===== config.mk =====
export PLATFORM = sky130hd
export DESIGN_NAME = nda_arbiter
export DESIGN_NICKNAME = d
export VERILOG_FILES = /design/src/nda_pkg.sv /design/src/nda_sync.sv /design/src/nda_ones_counter.sv /design/src/nda_arbiter.sv
export SDC_FILE = /design/constraint.sdc
export NUM_CORES = 1
export LEC_CHECK = 0
export BUFFER_PORTS_ARGS = -buffer_cell sky130_fd_sc_hd__clkbuf_2
export CORE_ASPECT_RATIO = 1.1
export CORE_MARGIN = 2
export CORE_UTILIZATION = 50
export DETAILED_ROUTE_END_ITERATION = 7
export PLACE_DENSITY = 0.85
export REMOVE_ABC_BUFFERS = 1
export SKIP_LAST_GASP = 1
export SYNTH_ARGS = -nofsm -noshare
export SYNTH_HDL_FRONTEND = slang
export SYNTH_HIERARCHICAL = 1
export SYNTH_SLANG_ARGS = --single-unit

===== constraint.sdc =====
create_clock -name clock_in -period 3.1 [get_ports clock_in]
set_clock_uncertainty 0.15 [all_clocks]
set_input_delay 0.155 -clock clock_in [delete_from_list [all_inputs] [get_ports clock_in]]
set_output_delay 0.155 -clock clock_in [all_outputs]
set_load 0.01 [all_outputs]

===== src/nda_pkg.sv =====
/*
 * Constants, register map and state encoding of the upstream D-channel arbiter.
 * Assumes one 25 MHz system clock; the host serial bus runs on its own bit clock, sampled here.
 */
`default_nettype none

package nda_pkg;

	////////////////////////////////////////////////////////////////////////////////
	// Frame layout, MSB of each octet first
	localparam int unsigned FRAME_SLOTS   = 12;
	localparam int unsigned BITS_PER_SLOT = 8;
	localparam logic [6:0]  POS_D_FIRST   = 7'h18;
	localparam logic [6:0]  POS_D_SECOND  = 7'h19;
	localparam logic [6:0]  POS_CTRL_BIT  = 7'h5A;
	localparam logic [6:0]  POS_LAST      = 7'h5F;

	////////////////////////////////////////////////////////////////////////////////
	// Priority counts
	localparam logic [3:0] N_CLASS_LOW  = 4'h8;
	localparam logic [3:0] N_CLASS_HIGH = 4'hA;
	localparam logic [3:0] ABORT_ONES   = 4'h7;
	localparam int unsigned CNT_W       = 4;

	////////////////////////////////////////////////////////////////////////////////
	// Mode encodings
	localparam logic [1:0] MODE_INT_NT  = 2'h3;
	localparam logic [2:0] DIM_STOP_GO  = 3'h1;

	////////////////////////////////////////////////////////////////////////////////
	// Register map (byte addresses) and field positions
	localparam logic [3:0] ADDR_CTRL   = 4'h0;
	localparam logic [3:0] ADDR_STATUS = 4'h4;
	localparam int unsigned CTRL_MODE_LSB = 0;
	localparam int unsigned CTRL_DIM_LSB  = 4;
	localparam int unsigned CTRL_PRIO     = 8;
	localparam int unsigned CTRL_TE_FMT   = 9;
	localparam int unsigned CTRL_ARB_EN   = 10;
	localparam logic [10:0] CTRL_RESET    = 11'h000;
	localparam logic [10:0] CTRL_MASK     = 11'h777;
	localparam logic [1:0]  RESP_OKAY     = 2'h0;
	localparam logic [1:0]  RESP_SLVERR   = 2'h2;

	////////////////////////////////////////////////////////////////////////////////
	// Arbiter states, Gray along ready -> go -> transmit -> block -> ready
	typedef enum logic [1:0] {
		NDA_READY = 2'h0,
		NDA_GO    = 2'h1,
		NDA_XMIT  = 2'h3,
		NDA_BLOCK = 2'h2
	} nda_state_t;

endpackage

`default_nettype wire


===== src/nda_sync.sv =====
/*
 * Two-flop synchroniser for a bundle of independent levels.
 * Assumes each bit is a slow level or a clock far below the sampling clock.
 */
`default_nettype none

module nda_sync #(
	parameter int unsigned WIDTH = 1
) (
	input  wire logic             clock_in,
	input  wire logic             rstn_in,
	input  wire logic             ce_in,
	input  wire logic [WIDTH-1:0] async_in,
	output logic      [WIDTH-1:0] sync_out
);

	logic [WIDTH-1:0] meta_q;
	logic [WIDTH-1:0] meta_d;
	logic [WIDTH-1:0] sync_d;

	always_comb
	begin
		meta_d = ce_in ? async_in : meta_q;
		sync_d = ce_in ? meta_q : sync_out;
	end

	always_ff @(posedge clock_in or negedge rstn_in)
	begin
		if (!rstn_in)
		begin
			meta_q   <= '1;
			sync_out <= '1;
		end
		else
		begin
			meta_q   <= meta_d;
			sync_out <= sync_d;
		end
	end

endmodule

`default_nettype wire


===== src/nda_ones_counter.sv =====
/*
 * Consecutive-ones counter over a strobed bit stream, saturating at its top value.
 * Assumes bit_valid_in is a one-cycle strobe from the same clock.
 */
`default_nettype none

module nda_ones_counter #(
	parameter int unsigned WIDTH = 4
) (
	input  wire logic             clock_in,
	input  wire logic             rstn_in,
	input  wire logic             ce_in,
	input  wire logic             clear_in,
	input  wire logic             bit_valid_in,
	input  wire logic             bit_in,
	output logic      [WIDTH-1:0] count_out
);

	logic [WIDTH-1:0] count_d;

	always_comb
	begin
		count_d = count_out;
		if (clear_in)
			count_d = '0;
		else if (bit_valid_in && !bit_in)
			count_d = '0;
		else if (bit_valid_in && count_out != '1)
			count_d = count_out + WIDTH'(1);
	end

	always_ff @(posedge clock_in or negedge rstn_in)
	begin
		if (!rstn_in)
			count_out <= '0;
		else if (ce_in)
			count_out <= count_d;
	end

endmodule

`default_nettype wire


===== src/nda_arbiter.sv =====
/*
 * Upstream D-channel arbiter for intelligent-NT operation, with its AXI4-Lite register slave.
 * Assumes: bit clock, frame sync and upstream data arrive asynchronously and are resampled;
 * one bit per bit-clock rising edge, frame sync marks the first bit; line-side D/echo strobes
 * and the exchange permission bit come from same-clock transceiver logic.
 */
// Our own choices: the register addresses and the AXI4-Lite register port.
`default_nettype none

module nda_arbiter #(
	parameter int unsigned TIMESLOTS   = nda_pkg::FRAME_SLOTS,
	parameter bit          PRIO_ONE_IS_HIGH = 1'b1
) (
	input  wire logic        clock_in,
	input  wire logic        rstn_in,
	input  wire logic        ce_in,
	// Host serial bus
	input  wire logic        bit_clock_in,
	input  wire logic        frame_sync_in,
	input  wire logic        upstream_data_line_in,
	output logic             upstream_data_line_out,
	output logic             upstream_data_line_oe_out,
	output logic             downstream_data_line_out,
	output logic             downstream_data_line_oe_out,
	// Line side and exchange
	input  wire logic        line_d_strobe_in,
	input  wire logic        line_d_in,
	input  wire logic        line_dchannel_active_in,
	input  wire logic        permission_in,
	output logic             echo_out,
	output logic             echo_strobe_out,
	// AXI4-Lite slave
	input  wire logic [3:0]  s_axi_awaddr,
	input  wire logic        s_axi_awvalid,
	output logic             s_axi_awready,
	input  wire logic [31:0] s_axi_wdata,
	input  wire logic [3:0]  s_axi_wstrb,
	input  wire logic        s_axi_wvalid,
	output logic             s_axi_wready,
	output logic [1:0]       s_axi_bresp,
	output logic             s_axi_bvalid,
	input  wire logic        s_axi_bready,
	input  wire logic [3:0]  s_axi_araddr,
	input  wire logic        s_axi_arvalid,
	output logic             s_axi_arready,
	output logic [31:0]      s_axi_rdata,
	output logic [1:0]       s_axi_rresp,
	output logic             s_axi_rvalid,
	input  wire logic        s_axi_rready
);

	localparam int unsigned CW = nda_pkg::CNT_W;

	if (TIMESLOTS != nda_pkg::FRAME_SLOTS)
		$error("Arbitration needs the 12-slot terminal frame");

	////////////////////////////////////////////////////////////////////////////////
	// Pin resampling and bit timing

	logic [2:0] pins_sync;
	logic       dcl_s;
	logic       fsc_s;
	logic       du_s;
	logic       dcl_prev_q;
	logic       fsc_prev_q;
	logic       start_pend_q;
	logic [6:0] bit_pos_q;
	logic       dcl_prev_d;
	logic       fsc_prev_d;
	logic       start_pend_d;
	logic [6:0] bit_pos_d;
	logic       dcl_rise;
	logic       dcl_fall;

	nda_sync #(
		.WIDTH (3)
	) u_sync (
		.clock_in (clock_in),
		.rstn_in  (rstn_in),
		.ce_in    (ce_in),
		.async_in ({bit_clock_in, frame_sync_in, upstream_data_line_in}),
		.sync_out (pins_sync)
	);

	assign dcl_s    = pins_sync[2];
	assign fsc_s    = pins_sync[1];
	assign du_s     = pins_sync[0];
	assign dcl_rise = dcl_s && !dcl_prev_q;
	assign dcl_fall = !dcl_s && dcl_prev_q;

	always_comb
	begin
		dcl_prev_d   = dcl_s;
		fsc_prev_d   = fsc_s;
		start_pend_d = start_pend_q;
		bit_pos_d    = bit_pos_q;
		if (fsc_s && !fsc_prev_q)
			start_pend_d = 1'b1;
		if (dcl_rise)
		begin
			if (start_pend_q)
			begin
				bit_pos_d    = '0;
				start_pend_d = 1'b0;
			end
			else if (bit_pos_q != nda_pkg::POS_LAST)
				bit_pos_d = bit_pos_q + 7'h01;
		end
	end

	always_ff @(posedge clock_in or negedge rstn_in)
	begin
		if (!rstn_in)
		begin
			// Same level as the synchroniser's reset, so no false edge follows reset
			dcl_prev_q   <= 1'b1;
			fsc_prev_q   <= 1'b1;
			start_pend_q <= 1'b0;
			bit_pos_q    <= nda_pkg::POS_LAST;
		end
		else if (ce_in)
		begin
			dcl_prev_q   <= dcl_prev_d;
			fsc_prev_q   <= fsc_prev_d;
			start_pend_q <= start_pend_d;
			bit_pos_q    <= bit_pos_d;
		end
	end

	////////////////////////////////////////////////////////////////////////////////
	// Control register and mode decode

	logic [10:0] ctrl_q;
	logic        arb_active;
	logic        class_high;
	logic [CW-1:0] ones_cnt;
	logic [CW-1:0] n_req;
	logic        last_ok_q;
	logic        aborted_q;
	logic        bac_q;
	logic        d_sample;

	assign arb_active = ctrl_q[nda_pkg::CTRL_TE_FMT] && ctrl_q[nda_pkg::CTRL_ARB_EN]
		&& (ctrl_q[nda_pkg::CTRL_MODE_LSB+1 +: 2] == nda_pkg::MODE_INT_NT)
		&& (ctrl_q[nda_pkg::CTRL_DIM_LSB +: 3] == nda_pkg::DIM_STOP_GO);
	assign class_high = ctrl_q[nda_pkg::CTRL_PRIO] == PRIO_ONE_IS_HIGH;
	assign n_req      = (class_high ? nda_pkg::N_CLASS_HIGH : nda_pkg::N_CLASS_LOW)
		+ {{(CW-1){1'b0}}, last_ok_q};
	assign d_sample   = dcl_fall && (bit_pos_q == nda_pkg::POS_D_FIRST || bit_pos_q == nda_pkg::POS_D_SECOND);

	////////////////////////////////////////////////////////////////////////////////
	// Arbitration state machine

	nda_pkg::nda_state_t state_q;
	nda_pkg::nda_state_t state_d;
	logic                last_ok_d;
	logic                aborted_d;
	logic                bac_d;
	logic                cnt_clear;

	nda_ones_counter #(
		.WIDTH (CW)
	) u_ones (
		.clock_in     (clock_in),
		.rstn_in      (rstn_in),
		.ce_in        (ce_in),
		.clear_in     (cnt_clear),
		.bit_valid_in (d_sample),
		.bit_in       (du_s),
		.count_out    (ones_cnt)
	);

	always_comb
	begin
		state_d   = state_q;
		last_ok_d = last_ok_q;
		aborted_d = aborted_q;
		bac_d     = bac_q;
		cnt_clear = 1'b0;
		if (dcl_fall && bit_pos_q == nda_pkg::POS_CTRL_BIT)
			bac_d = du_s;
		if (!arb_active)
			state_d = nda_pkg::NDA_READY;
		else if (!permission_in)
			state_d = nda_pkg::NDA_BLOCK;
		else
		begin
			case (state_q)
				nda_pkg::NDA_READY:
					if (ones_cnt >= n_req)
						state_d = bac_q ? nda_pkg::NDA_GO : nda_pkg::NDA_XMIT;
				nda_pkg::NDA_GO:
					if (!bac_q)
					begin
						state_d   = nda_pkg::NDA_XMIT;
						aborted_d = 1'b0;
					end
				nda_pkg::NDA_XMIT:
				begin
					// Seven ones inside a held frame can only be an abort
					if (!bac_q && ones_cnt >= nda_pkg::ABORT_ONES)
						aborted_d = 1'b1;
					if (bac_q)
					begin
						state_d   = nda_pkg::NDA_READY;
						last_ok_d = !aborted_q;
						cnt_clear = 1'b1;
					end
				end
				default:
					state_d = nda_pkg::NDA_READY;
			endcase
		end
		// Ones counted before the grant must not mark a good frame as aborted
		if (state_q != nda_pkg::NDA_XMIT && state_d == nda_pkg::NDA_XMIT)
		begin
			aborted_d = 1'b0;
			cnt_clear = 1'b1;
		end
	end

	always_ff @(posedge clock_in or negedge rstn_in)
	begin
		if (!rstn_in)
		begin
			state_q   <= nda_pkg::NDA_READY;
			last_ok_q <= 1'b0;
			aborted_q <= 1'b0;
			bac_q     <= 1'b1;
		end
		else if (ce_in)
		begin
			state_q   <= state_d;
			last_ok_q <= last_ok_d;
			aborted_q <= aborted_d;
			bac_q     <= bac_d;
		end
	end

	////////////////////////////////////////////////////////////////////////////////
	// Pin drive: stop/go downstream, line D upstream, echo to the line

	logic sg_bit;
	logic echo_inv;
	logic line_d_q;
	logic line_d_d;
	logic dd_d;
	logic dd_oe_d;
	logic du_d;
	logic du_oe_d;
	logic echo_d;
	logic echo_stb_d;

	// Stop while ready or blocked; go in idle and during a held frame
	assign sg_bit   = (state_q == nda_pkg::NDA_READY || state_q == nda_pkg::NDA_BLOCK);
	assign echo_inv = (state_q == nda_pkg::NDA_XMIT || state_q == nda_pkg::NDA_BLOCK);

	always_comb
	begin
		line_d_d   = line_d_strobe_in ? line_d_in : line_d_q;
		dd_d       = downstream_data_line_out;
		dd_oe_d    = downstream_data_line_oe_out;
		du_d       = upstream_data_line_out;
		du_oe_d    = upstream_data_line_oe_out;
		if (dcl_rise)
		begin
			dd_oe_d = arb_active && bit_pos_d == nda_pkg::POS_CTRL_BIT;
			dd_d    = dd_oe_d ? sg_bit : 1'b1;
			// Line data must not collide with a bus-side frame
			du_oe_d = line_dchannel_active_in && state_q != nda_pkg::NDA_XMIT
				&& (bit_pos_d == nda_pkg::POS_D_FIRST || bit_pos_d == nda_pkg::POS_D_SECOND);
			du_d    = du_oe_d ? line_d_q : 1'b1;
		end
		echo_stb_d = line_d_strobe_in;
		echo_d     = line_d_strobe_in ? (line_d_in ^ echo_inv) : echo_out;
	end

	always_ff @(posedge clock_in or negedge rstn_in)
	begin
		if (!rstn_in)
		begin
			line_d_q                    <= 1'b1;
			downstream_data_line_out    <= 1'b1;
			downstream_data_line_oe_out <= 1'b0;
			upstream_data_line_out      <= 1'b1;
			upstream_data_line_oe_out   <= 1'b0;
			echo_out                    <= 1'b1;
			echo_strobe_out             <= 1'b0;
		end
		else if (ce_in)
		begin
			line_d_q                    <= line_d_d;
			downstream_data_line_out    <= dd_d;
			downstream_data_line_oe_out <= dd_oe_d;
			upstream_data_line_out      <= du_d;
			upstream_data_line_oe_out   <= du_oe_d;
			echo_out                    <= echo_d;
			echo_strobe_out             <= echo_stb_d;
		end
	end

	////////////////////////////////////////////////////////////////////////////////
	// AXI4-Lite slave

	logic        aw_have_q;
	logic        w_have_q;
	logic [3:0]  aw_addr_q;
	logic [31:0] w_data_q;
	logic [3:0]  w_strb_q;
	logic        aw_have_d;
	logic        w_have_d;
	logic [3:0]  aw_addr_d;
	logic [31:0] w_data_d;
	logic [3:0]  w_strb_d;
	logic [10:0] ctrl_d;
	logic        awready_d;
	logic        wready_d;
	logic        bvalid_d;
	logic [1:0]  bresp_d;
	logic        arready_d;
	logic        rvalid_d;
	logic [1:0]  rresp_d;
	logic [31:0] rdata_d;
	logic [31:0] status_word;
	logic [31:0] wmerge;
	logic        do_write;

	assign status_word = {15'h0000, permission_in, arb_active, aborted_q, sg_bit, bac_q, n_req, ones_cnt,
		2'h0, state_q};
	assign wmerge = {w_strb_q[3] ? w_data_q[31:24] : 8'h00, w_strb_q[2] ? w_data_q[23:16] : 8'h00,
		w_strb_q[1] ? w_data_q[15:8] : {5'h00, ctrl_q[10:8]}, w_strb_q[0] ? w_data_q[7:0] : ctrl_q[7:0]};
	assign do_write = aw_have_q && w_have_q && !s_axi_bvalid;

	always_comb
	begin
		aw_have_d = aw_have_q;
		w_have_d  = w_have_q;
		aw_addr_d = aw_addr_q;
		w_data_d  = w_data_q;
		w_strb_d  = w_strb_q;
		ctrl_d    = ctrl_q;
		bvalid_d  = s_axi_bvalid && !s_axi_bready;
		bresp_d   = s_axi_bresp;
		if (s_axi_awvalid && s_axi_awready)
		begin
			aw_have_d = 1'b1;
			aw_addr_d = s_axi_awaddr;
		end
		if (s_axi_wvalid && s_axi_wready)
		begin
			w_have_d = 1'b1;
			w_data_d = s_axi_wdata;
			w_strb_d = s_axi_wstrb;
		end
		if (do_write)
		begin
			aw_have_d = 1'b0;
			w_have_d  = 1'b0;
			bvalid_d  = 1'b1;
			bresp_d   = nda_pkg::RESP_OKAY;
			if (aw_addr_q == nda_pkg::ADDR_CTRL)
				ctrl_d = wmerge[10:0] & nda_pkg::CTRL_MASK;
			else if (aw_addr_q != nda_pkg::ADDR_STATUS)
				bresp_d = nda_pkg::RESP_SLVERR;
		end
		awready_d = !aw_have_d && !bvalid_d;
		wready_d  = !w_have_d && !bvalid_d;
		rvalid_d  = s_axi_rvalid && !s_axi_rready;
		rdata_d   = s_axi_rdata;
		rresp_d   = s_axi_rresp;
		if (s_axi_arvalid && s_axi_arready)
		begin
			rvalid_d = 1'b1;
			rresp_d  = nda_pkg::RESP_OKAY;
			if (s_axi_araddr == nda_pkg::ADDR_CTRL)
				rdata_d = {21'h000000, ctrl_q};
			else if (s_axi_araddr == nda_pkg::ADDR_STATUS)
				rdata_d = status_word;
			else
			begin
				rdata_d = 32'h00000000;
				rresp_d = nda_pkg::RESP_SLVERR;
			end
		end
		arready_d = !rvalid_d;
	end

	always_ff @(posedge clock_in or negedge rstn_in)
	begin
		if (!rstn_in)
		begin
			aw_have_q     <= 1'b0;
			w_have_q      <= 1'b0;
			aw_addr_q     <= 4'h0;
			w_data_q      <= 32'h00000000;
			w_strb_q      <= 4'h0;
			ctrl_q        <= nda_pkg::CTRL_RESET;
			s_axi_awready <= 1'b0;
			s_axi_wready  <= 1'b0;
			s_axi_bvalid  <= 1'b0;
			s_axi_bresp   <= nda_pkg::RESP_OKAY;
			s_axi_arready <= 1'b0;
			s_axi_rvalid  <= 1'b0;
			s_axi_rresp   <= nda_pkg::RESP_OKAY;
			s_axi_rdata   <= 32'h00000000;
		end
		else if (ce_in)
		begin
			aw_have_q     <= aw_have_d;
			w_have_q      <= w_have_d;
			aw_addr_q     <= aw_addr_d;
			w_data_q      <= w_data_d;
			w_strb_q      <= w_strb_d;
			ctrl_q        <= ctrl_d;
			s_axi_awready <= awready_d;
			s_axi_wready  <= wready_d;
			s_axi_bvalid  <= bvalid_d;
			s_axi_bresp   <= bresp_d;
			s_axi_arready <= arready_d;
			s_axi_rvalid  <= rvalid_d;
			s_axi_rresp   <= rresp_d;
			s_axi_rdata   <= rdata_d;
		end
	end

endmodule

`default_nettype wire


# --- Yosys cells after proc, flatten, opt, wreduce, memory -nomap -nowiden ---
# Cells that the tools add are included.
word_totals:
  output_inout_bits: 47
  word_cells: 160
  regBits: 101
classes:
  order_cmp: 2
  n_mux: 42
  addsub: 3
  n_eq_ne: 19
  bitwise: 1
  reduce_logical: 60
ops:
  columns: ["operator", "count"]
  rows:
  - ["$mux W17", 2]
  - ["$eq A7 B5 Y1 const B", 4]
  - ["$logic_and A1 B1 Y1", 24]
  - ["$mux W2", 11]
  - ["$mux W1", 21]
  - ["$mux W7", 3]
  - ["$reduce_and A2 Y1", 8]
  - ["$eq A7 B7 Y1 const B", 2]
  - ["$logic_not A1 Y1", 13]
  - ["$mux W4", 3]
  - ["$eq A2 B2 Y1 const B", 4]
  - ["$logic_not A4 Y1", 2]
  - ["$reduce_and A4 Y1", 2]
  - ["$add A7 B1 Y7 const B", 1]
  - ["$ne A7 B7 Y1 const B", 1]
  - ["$ne A3 B3 Y1 const B", 2]
  - ["$pmux W2 S3", 1]
  - ["$reduce_and A6 Y1", 1]
  - ["$reduce_bool A3 Y1", 2]
  - ["$reduce_and A5 Y1", 1]
  - ["$add A4 B1 Y4", 1]
  - ["$add A4 B1 Y4 const B", 1]
  - ["$eq A4 B3 Y1 const B", 1]
  - ["$ge A4 B3 Y1 const B", 1]
  - ["other kinds (11)", 15]

# --- Logic depth before layout (Yosys ltp) ---
# Gate-level depths: netlist of run 1.
logic_depth:
  depth_word: 12
  depth_mapped: 10

# --- Hierarchy ---
# The synthesis of run 1 kept the hierarchy.
by_module_without_submodules:
  columns: ["module", "area_per_inst_um2", "n_inst", "seq_area_each_um2", "cells_per_inst"]
  rows:
  - ["nda_arbiter", 3454.6, 1, 1793.0, 309]
  - ["nda_ones_counter", 260.2, 1, 100.1, 28]
  - ["nda_sync", 259.0, 1, 157.7, 13]

# --- Worst setup path after synthesis of run 1 ---
# OpenSTA, ideal clock, no wires.
synth_path:
  kind: "reg-to-reg"
  startpoint: "register bit_pos_q[3]"
  endpoint: "register u_ones.count_out[3]"
  t_arrival_ns: 2.083
  path_buffers: 1
  setup_time_ns: 0.132
  slack_ns: 0.735
  period_less_slack_ns: 2.365
  t_required_ns: 2.818
  path_stages_with_launch: 7
  cell_sequence: "dfstp_2 > buf_6 > or4bb_2 > nor3_1 > nand4_1 > o311ai_0 > a21oi_1"
synth_via:
  elab_chain_len: 6
  elab_cells_between_ends: 10
  classes_between: "2 x eq/ne; 2 x mux; 6 x reduce/logical"
synth_rtl:
  columns: ["item", "line", "source"]
  rows:
  - ["from (decl)", "nda_arbiter.sv:67", "logic [6:0] bit_pos_q;"]
  - ["from (signal assigned)", "nda_arbiter.sv:119", "bit_pos_q <= nda_pkg::POS_LAST;"]
  - ["from (signal assigned)", "nda_arbiter.sv:126", "bit_pos_q <= bit_pos_d;"]
  - ["$eq A7 B5 Y1", "nda_arbiter.sv:149", "assign d_sample = dcl_fall && (bit_pos_q == nda_pkg::POS_D_FIRST || bit_pos_q == nda_pkg::POS_D_SECOND);"]
  - ["$logic_or A1 B1 Y1 *", "nda_arbiter.sv:149", null]
  - ["$logic_and A1 B1 Y1 *", "nda_arbiter.sv:149", null]
  - ["named net d_sample", "nda_arbiter.sv:141", "logic d_sample;"]
  - ["$logic_and A1 B1 Y1 (on tied branches)", "nda_ones_counter.sv:28, nda_ones_counter.sv:26", null]
  - ["$reduce_bool A3 Y1 (no source line) or $mux W4 (tied branches)", null, null]
  - ["$reduce_and A2 Y1 (no source line) or $mux W4 (tied branches)", null, null]
  - ["to (signal assigned)", "nda_ones_counter.sv:37", "count_out <= count_d;"]
  - ["to (decl)", "nda_ones_counter.sv:16", "output logic [WIDTH-1:0] count_out"]
# Mark *: on every way through the listed nets, which the timed path passes. The rest lies on a longest branch.
# A chain may end at the register's enable or synchronous reset.

# --- Final worst setup path of run 1 ---
layout_path:
  startpoint: "register bit_pos_q[0]"
  endpoint: "register downstream_data_line_oe_out"
layout_via:
  elab_chain_len: 6
  elab_cells_between_ends: 7
  classes_between: "1 x add/sub; 2 x eq/ne; 3 x mux; 1 x reduce/logical"
layout_rtl:
  columns: ["item", "line", "source"]
  rows:
  - ["$add A7 B1 Y7 or $ne A7 B7 Y1 (tied branches)", "nda_arbiter.sv:107, nda_arbiter.sv:106", null]
  - ["$mux W7", "nda_arbiter.sv:106", "else if (bit_pos_q != nda_pkg::POS_LAST)"]
  - ["$mux W7", "nda_arbiter.sv:101", "if (start_pend_q)"]
  - ["$mux W7 *", "nda_arbiter.sv:99", "if (dcl_rise)"]
  - ["$eq A7 B7 Y1 *", "nda_arbiter.sv:267", "dd_oe_d = arb_active && bit_pos_d == nda_pkg::POS_CTRL_BIT;"]
  - ["$logic_and A1 B1 Y1 *", "nda_arbiter.sv:267", null]
  - ["to (signal assigned)", "nda_arbiter.sv:294", "downstream_data_line_oe_out <= dd_oe_d;"]
  - ["to (decl)", "nda_arbiter.sv:24", "output logic downstream_data_line_oe_out,"]
# Every way passes the cells marked *; elsewhere a longest branch is shown, timed or not.

==> out/metrics.csv, run 1 <==
stage,metric,value,unit
outcome,status,"finished, final reports clean",
timing,worst setup margin,0.549,ns
critical_path,crit path DAT,2.69,ns
synthesis,Post-synth EDFFs,0,
pwr,overall power,3030,uW
floorplanning,area of the core,7830,sq um
synthesis,Synth Register Bits,81,
detailed_routing,Post-DRT Antenna Nets,0,
timing,Final Max Tran Viols,0,
cells_and_area,synthesis-to-finish area growth,19.9,%
cells_and_area,Ant. Diodes,0,
timing,number of setup violations in the final report,0,
global_routing,first-pass GRT wire length,13300,um
timing,max_slew headroom,0.340,
cells_and_area,post-route insts no fill,551,
global_routing,antenna violations before repair,0,
flow_run,MaxCap Viol Count,0,
timing,Fin Hold WS,0.0731,ns
critical_path,worst-path maximum fanout,7,
clock_tree,"Clk pin slew, worst setup/hold paths",0.08,ns
global_routing,total gr overflow,0,
timing,final worst-path cycle share,0.823,
synthesis,synthesized instance count,350,
pwr,Cell Pwr Density,637,nW/um^2
cells_and_area,area of the multi-input gates,1710,sq um
cells_and_area,share of cells above drive strength 1,0.323,
critical_path,critical path type,reg2reg,
cells_and_area,Final #Nets,505,
place,placed insts,510,
floorplanning,Initial Utilization,0.508,
global_routing,All-Layer GR Usage,0.196,
clock_tree,H-tree levels,3,
cells_and_area,FILL cells,662,
timing,"Hold Vio Cnt, Final",0,
pwr,VDD IR max,0.000458,V
synthesis,Netlist cell types,60,
critical_path,CP startpoint kind,register,
critical_path,Worst Path Required,3.24,ns
detailed_routing,initial DRC count,138,
floorplanning,Rows,34,
synthesis,Post-synth top flop,dfrtp_1,
floorplanning,# IOs,106,
place,RePlAce Congestion,0.851,
clock_tree,CTS tree,done,
synthesis,Post-Syn Area,3970,sq um
pwr,static leakage,0.00223,uW
timing,Slew @ Worst Pin,0.989,ns
global_routing,vias in the first global route,2876,
detailed_routing,routed vias/inst,5.33,
place,DP Wirelength,5680,um
timing,f_max,392,MHz
timing,post-route setup TNS,0,ns
place,pre-CTS setup slack,0.580,ns
synthesis,yosys warns,6,
place,number of port buffers,62,
detailed_routing,vias after detailed routing,2936,
timing,minimum clock period,2.55,ns
floorplanning,die area,8680,sq um
detailed_routing,DRT Pass-1 Iters,4,
clock_tree,Clock Sinks,81,
floorplanning,die height,97.5,um
clock_tree,PostCTS Resize Cnt,0,
hold_path,HP Class,in2reg,
clock_tree,CTS root buffer,clkbuf_8,
clock_tree,Clock Tree Buf Depth,2,
synthesis,"Avg Cell Area, Syn",11.4,sq um
synthesis,register area share after synthesis,0.516,
critical_path,Setup crit end kind,register,
detailed_routing,DRC,0,
detailed_routing,WL final,8290,um
clock_tree,worst-skew pair later-pin latency,0.35,ns
floorplanning,die width,89,um
clock_tree,total CTS buffers,9,
detailed_routing,drt wl/cell,15.0,um
cells_and_area,Reg area,2050,sq um
timing,RSZ-0062 raised after global routing,no,
synthesis,asr flop ratio synth,1.00,
global_routing,largest net degree at the start of global routing,82,
==> cell usage after synthesis, drive strengths merged, types with 2 or more instances <==
cell type / count / area (sq um)
dfrtp: 62 / 1550
mux2: 36 / 428
nand2: 28 / 105
o21ai: 26 / 130
buf: 24 / 184
dfstp: 19 / 499
inv: 16 / 60.1
nand3: 13 / 82.6
nor2: 11 / 43.8
a21oi: 10 / 50.1
a22o: 9 / 78.8
mux2i: 9 / 90.1
clkbuf: 7 / 36.3
ha: 7 / 87.6
and3: 5 / 32.5
nand4: 5 / 31.3
nor2b: 5 / 31.3
nor3: 5 / 25.0
a211o: 4 / 35.0
o31ai: 4 / 30.0
a21boi: 3 / 22.5
a31o: 3 / 26.3
nand2b: 3 / 18.8
o21a: 3 / 22.5
or2b: 3 / 23.8
a22oi: 2 / 15.0
a31oi: 2 / 12.5
a32o: 2 / 20.0
and2: 2 / 13.8
and2b: 2 / 15.0
nand3b: 2 / 15.0
o311ai: 2 / 17.5
==> cell families (layout without fill, tap and decap cells) <==
group	Yosys count	count (layout)	synth area share
compound gates	76	76	0.130
xor+xnor	1	1	0.00220
fa+ha+maj	7	7	0.0220
buf+inv	47	123	0.0705
flops	81	81	0.516
mux	45	45	0.130
other cells	1	18	0.000944
simple gates	92	92	0.128
==> final cells by class <==
type	count	share of cell area
multi-input cells	239	0.358
clock buffers	10	0.0268
inverters	16	0.0126
well taps	108	0.0284
repair buffers	92	0.127
clock inverters	5	0.0168
flip-flops and latches	81	0.431
==> metrics by stage <==
stage          area [sq um]   util
4_1_cts                4760  0.609
6_report               4760  0.609
3_5_place_dp           4300  0.549
2_1_floorplan          3820      -
3_3_place_gp           4300  0.549
5_1_grt                4760  0.609
==> sequential cells by signal (all words and copies together) (netlist names), 3 cells and up <==
signal and flops:
bit_pos_q 7, u_sync/sync_out 3, ctrl_q 9, u_sync/meta_q 3, w_data_q 9, aw_addr_q 4
s_axi_rdata 16, u_ones/count_out 4
==> what timing repair did <==
| action | 4_1_cts | 5_1_grt |
|---|---|---|
| hold buffers | 26 | 0 |
| setup endpoints to repair | 0 | 0 |
| setup buffers | 0 | 0 |
| hold endpoints to repair | 87 | 0 |
==> critical path, cell delays in order, from the launching register on <==
cell and delay [ns]:
dfstp_2 0.60, ha_1 0.22, and3_1 0.31, nand3_4 0.13
a211o_1 0.29, a2111oi_1 0.54, a32o_1 0.25
==> power breakdown <==
| group | switching, uW | total (uW) | internal (uW) |
|---|---|---|---|
| combinational | 302 | 647 | 345 |
| clock | 373 | 823 | 450 |
| sequential | 225 | 1560 | 1340 |
| total | 901 | 3030 | 2130 |
==> per-layer routing <==
layer	routed length, um	track usage
met2	4130	0.321
met4	155	0.0792
met3	372	0.0365
met5	0	0
met1	3630	0.254
==> cells in the final DEF (no fill, tap or decap), types with 5 or more instances in the layout <==
cell           synthesis  routed
a22o_1                 9       9
o21ai_0               25      25
nand3_1               11      11
conb_1                 1      18
mux2_4                 6       6
ha_1                   7       7
clkbuf_8               1       9
buf_4                 19       5
nand4_1                5       5
mux2_2                29      29
a21oi_1               10      10
inv_1                 16      16
nor2b_1                5       5
clkbuf_2               0      61
dlygate4sd3_1          0      26
nand2_1               28      28
nor2_1                10      10
mux2i_1                9       9
dfstp_2               19      19
nor3_1                 5       5
dfrtp_1               62      62
==> path summary, 6_finish.rpt <==
kind / startpoint / endpoint / slack, ns / cells past startpoint
min reg2reg: s_axi_rdata[11] / s_axi_rdata[11] / 0.34 / 2
max in group asynchronous: rstn_in / s_axi_rvalid / 1.80 / 2
min in group asynchronous: rstn_in / start_pend_q / 0.36 / 2
min: s_axi_arvalid / s_axi_arready / 0.07 / 3
max: bit_pos_q[0] / downstream_data_line_oe_out / 0.55 / 6
max reg2reg: bit_pos_q[0] / downstream_data_line_oe_out / 0.55 / 6
Power figures use the tool's default switching activity.
==> run 2: changes to the inputs <==
--- a/config.mk
+++ b/config.mk
@@ -5,6 +5,7 @@
 export SDC_FILE = /design/constraint.sdc
 export NUM_CORES = 1
 export LEC_CHECK = 0
+export ABC_AREA = 1
 export BUFFER_PORTS_ARGS = -buffer_cell sky130_fd_sc_hd__clkbuf_2
 export CORE_ASPECT_RATIO = 1.1
 export CORE_MARGIN = 2
==> constraint.sdc (replaced) <==
create_clock -name clock_in -period 2.6 [get_ports clock_in]
set_clock_uncertainty 0.15 [all_clocks]
set_input_delay 0.13 -clock clock_in [delete_from_list [all_inputs] [get_ports clock_in]]
set_output_delay 0.13 -clock clock_in [all_outputs]
set_load 0.01 [all_outputs]
==> run 2 against run 1 <==
Compared with the run above: total power is 28% higher; hold slack got worse by 0.031 ns; critical path type is now in2reg; die area increased by 4.0%; critical endpoint is now line_d_q; combinational power up 48%; clock-buffer cell count is 1 higher; final cell count up 28%; highest routed layer unchanged; largest cell class unchanged.
==> out/metrics.csv, run 2 <==
stage,metric,value,unit
outcome,status,"finished, final reports clean",
cells_and_area,post-route insts no fill,707,
timing,Slew @ Worst Pin,1.01,ns
place,placed insts,663,
cells_and_area,most frequent cells in the layout,"155 x nand2_1, 62 x dfrtp_1, 60 x clkbuf_2, 56 x inv_1, 28 x dlygate4sd3_1",
flow_run,MaxCap Viol Count,0,
clock_tree,worst-skew pair later-pin latency,0.35,ns
synthesis,Synth Register Bits,81,
cells_and_area,"Most flops, register",s_axi_rdata,
timing,Fin Hold WS,0.0417,ns
timing,Final Max Tran Viols,0,
clock_tree,CTS tree,done,
critical_path,CP startpoint kind,input port,
synthesis,asr flop ratio synth,1.00,
cells_and_area,Ant. Diodes,0,
detailed_routing,DRC,0,
clock_tree,total CTS buffers,9,
detailed_routing,initial DRC count,214,
timing,final worst-path cycle share,0.939,
critical_path,crit path DAT,2.58,ns
pwr,Cell Pwr Density,772,nW/um^2
cells_and_area,Final #Nets,660,
clock_tree,Clock Sinks,81,
synthesis,Post-synth EDFFs,0,
place,number of port buffers,62,
place,RePlAce Congestion,0.899,
synthesis,most common library cells after synthesis,"155 x nand2_1, 62 x dfrtp_1, 56 x inv_1, 25 x nor2_1, 24 x o21ai_0",
detailed_routing,WL final,8900,um
timing,max_slew headroom,0.328,
clock_tree,Clock Tree Buf Depth,2,
floorplanning,die area,9030,sq um
cells_and_area,share of cells above drive strength 1,0.245,
critical_path,Worst Path Required,2.74,ns
detailed_routing,DRT Pass-1 Iters,5,
synthesis,register area share after synthesis,0.495,
cells_and_area,"commonest non-fill, non-tap cell in the layout",nand2_1,
pwr,static leakage,0.00260,uW
timing,f_max,410,MHz
clock_tree,CTS root buffer,clkbuf_8,
global_routing,antenna violations before repair,0,
floorplanning,die height,99.5,um
synthesis,Netlist cell types,42,
cells_and_area,synthesis-to-finish area growth,21.2,%
critical_path,worst-path maximum fanout,23,
global_routing,All-Layer GR Usage,0.208,
pwr,VDD IR max,0.000440,V
floorplanning,# IOs,106,
synthesis,post-synth top area share,0.375,
detailed_routing,vias after detailed routing,3508,
detailed_routing,Post-DRT Antenna Nets,0,
critical_path,Setup crit end kind,register,
clock_tree,"Clk pin slew, worst setup/hold paths",0.09,ns
timing,minimum clock period,2.44,ns
hold_path,HP Class,in2reg,
global_routing,met2 usage in global routing,0.361,
synthesis,Post-Syn Area,4140,sq um
global_routing,routing usage on met1,0.262,
global_routing,vias in the first global route,3506,
global_routing,first-pass GRT wire length,15400,um
floorplanning,area of the core,7960,sq um
floorplanning,Initial Utilization,0.521,
global_routing,busiest grt layer,met2,
cells_and_area,Regs by FF count,"s_axi_rdata: 16 flops, ctrl_q: 9 flops, w_data_q: 9 flops",
synthesis,"Avg Cell Area, Syn",8.28,sq um
detailed_routing,drt wl/cell,12.6,um
global_routing,total gr overflow,0,
global_routing,largest net degree at the start of global routing,82,
timing,"Hold Vio Cnt, Final",0,
synthesis,synthesized instance count,500,
synthesis,Post-synth top flop,dfrtp_1,
synthesis,most frequent cell after synthesis,nand2_1,
global_routing,met3 Track Usage GR,0.0439,
clock_tree,H-tree levels,3,
timing,number of setup violations in the final report,0,
floorplanning,Rows,34,
critical_path,critical path type,in2reg,
synthesis,Yosys top cell by area,dfrtp_1,
detailed_routing,routed vias/inst,4.96,
timing,post-route setup TNS,0,ns
floorplanning,die width,90.8,um
synthesis,Synth area leaders,"dfrtp_1 37%, nand2_1 14%, dfstp_2 12%",
synthesis,yosys warns,6,
place,DP Wirelength,6230,um
timing,RSZ-0062 raised after global routing,no,
cells_and_area,Largest register FFs,16,
## run 2: changes by cell type after synthesis, sizes merged, moves of 9 or more
cell	change
o22ai	+10
mux2i	-9
inv	+51
mux2	-35
nor2	+25
nand3	+15
nand2	+140
## run 2: repair_timing
item / CTS / global route
hold buffers: 28 / 0
endpoints found under the hold margin: 90 / 0
buffers inserted: 0 / 0
endpoints found under the setup margin: 0 / 5
gates resized for setup: 0 / 4
## run 2: metrics by stage
step	util	setup WS (ns)	total power, uW	instance area, sq um
3_3_place_gp	0.565	0.355	2720	4500
4_1_cts	0.630	0.0348	3880	5010
2_1_floorplan	-	0.529	2470	4030
5_1_grt	0.631	0.0160	4130	5020
6_report	0.631	0.159	3870	5020
3_5_place_dp	0.565	0.199	2780	4500
## run 2: path summary, 6_finish.rpt
path / startpoint / to / slack, ns / depth (start not counted)
max in group asynchronous: rstn_in / u_ones/count_out[3] / 1.30 / 2
min: line_dchannel_active_in / upstream_data_line_out / 0.04 / 6
min in group asynchronous: rstn_in / echo_strobe_out / 0.33 / 2
max reg2reg: u_ones/count_out[0] / u_ones/count_out[3] / 0.27 / 17
max: ce_in / line_d_q / 0.16 / 8
min reg2reg: u_sync/meta_q[0] / u_sync/meta_q[0] / 0.31 / 2
## run 2: cells by family after synthesis
group | count (synthesis) | synth area share
xor+xnor | 3 | 0.00635
other cells | 1 | 0.000905
fa+ha+maj | 7 | 0.0211
buf+inv | 94 | 0.104
compound gates | 65 | 0.0903
simple gates | 248 | 0.279
flops | 81 | 0.495
mux | 1 | 0.00272
## run 2: per-layer routing
layer | routed length, um | vias to the layer above | part of all wire
met4 | 102 | 0 | 0.011
met1 | 3860 | 1644 | 0.43
met3 | 492 | 10 | 0.055
met5 | 0 | - | 0
li1 | - | 1740 | -
met2 | 4450 | 114 | 0.50
## run 2: layout make-up
cell class / instances / area [sq um]
inverter: 68 / 259
sequential: 81 / 2050
tap: 108 / 135
clock buffer: 11 / 151
multi-input combinational: 342 / 1720
clock inverter: 5 / 85.1
timing repair buffer: 92 / 614
fill: 687 / 2940
## run 2: power by group
group          internal (uW)  switching (uW)  total (uW)
Sequential              1610             235        1840
Clock                    598             472        1070
Combinational            372             588         959
Total                   2580            1300        3870
## run 2: critical path, stage by stage
cell and delay [ns]:
dlygate4sd3_1 0.56, clkbuf_4 0.24, buf_6 0.23, nand2_1 0.14, nor2_1 0.11, dlygate4sd3_1 0.56
a21oi_1 0.05, dlygate4sd3_1 0.55
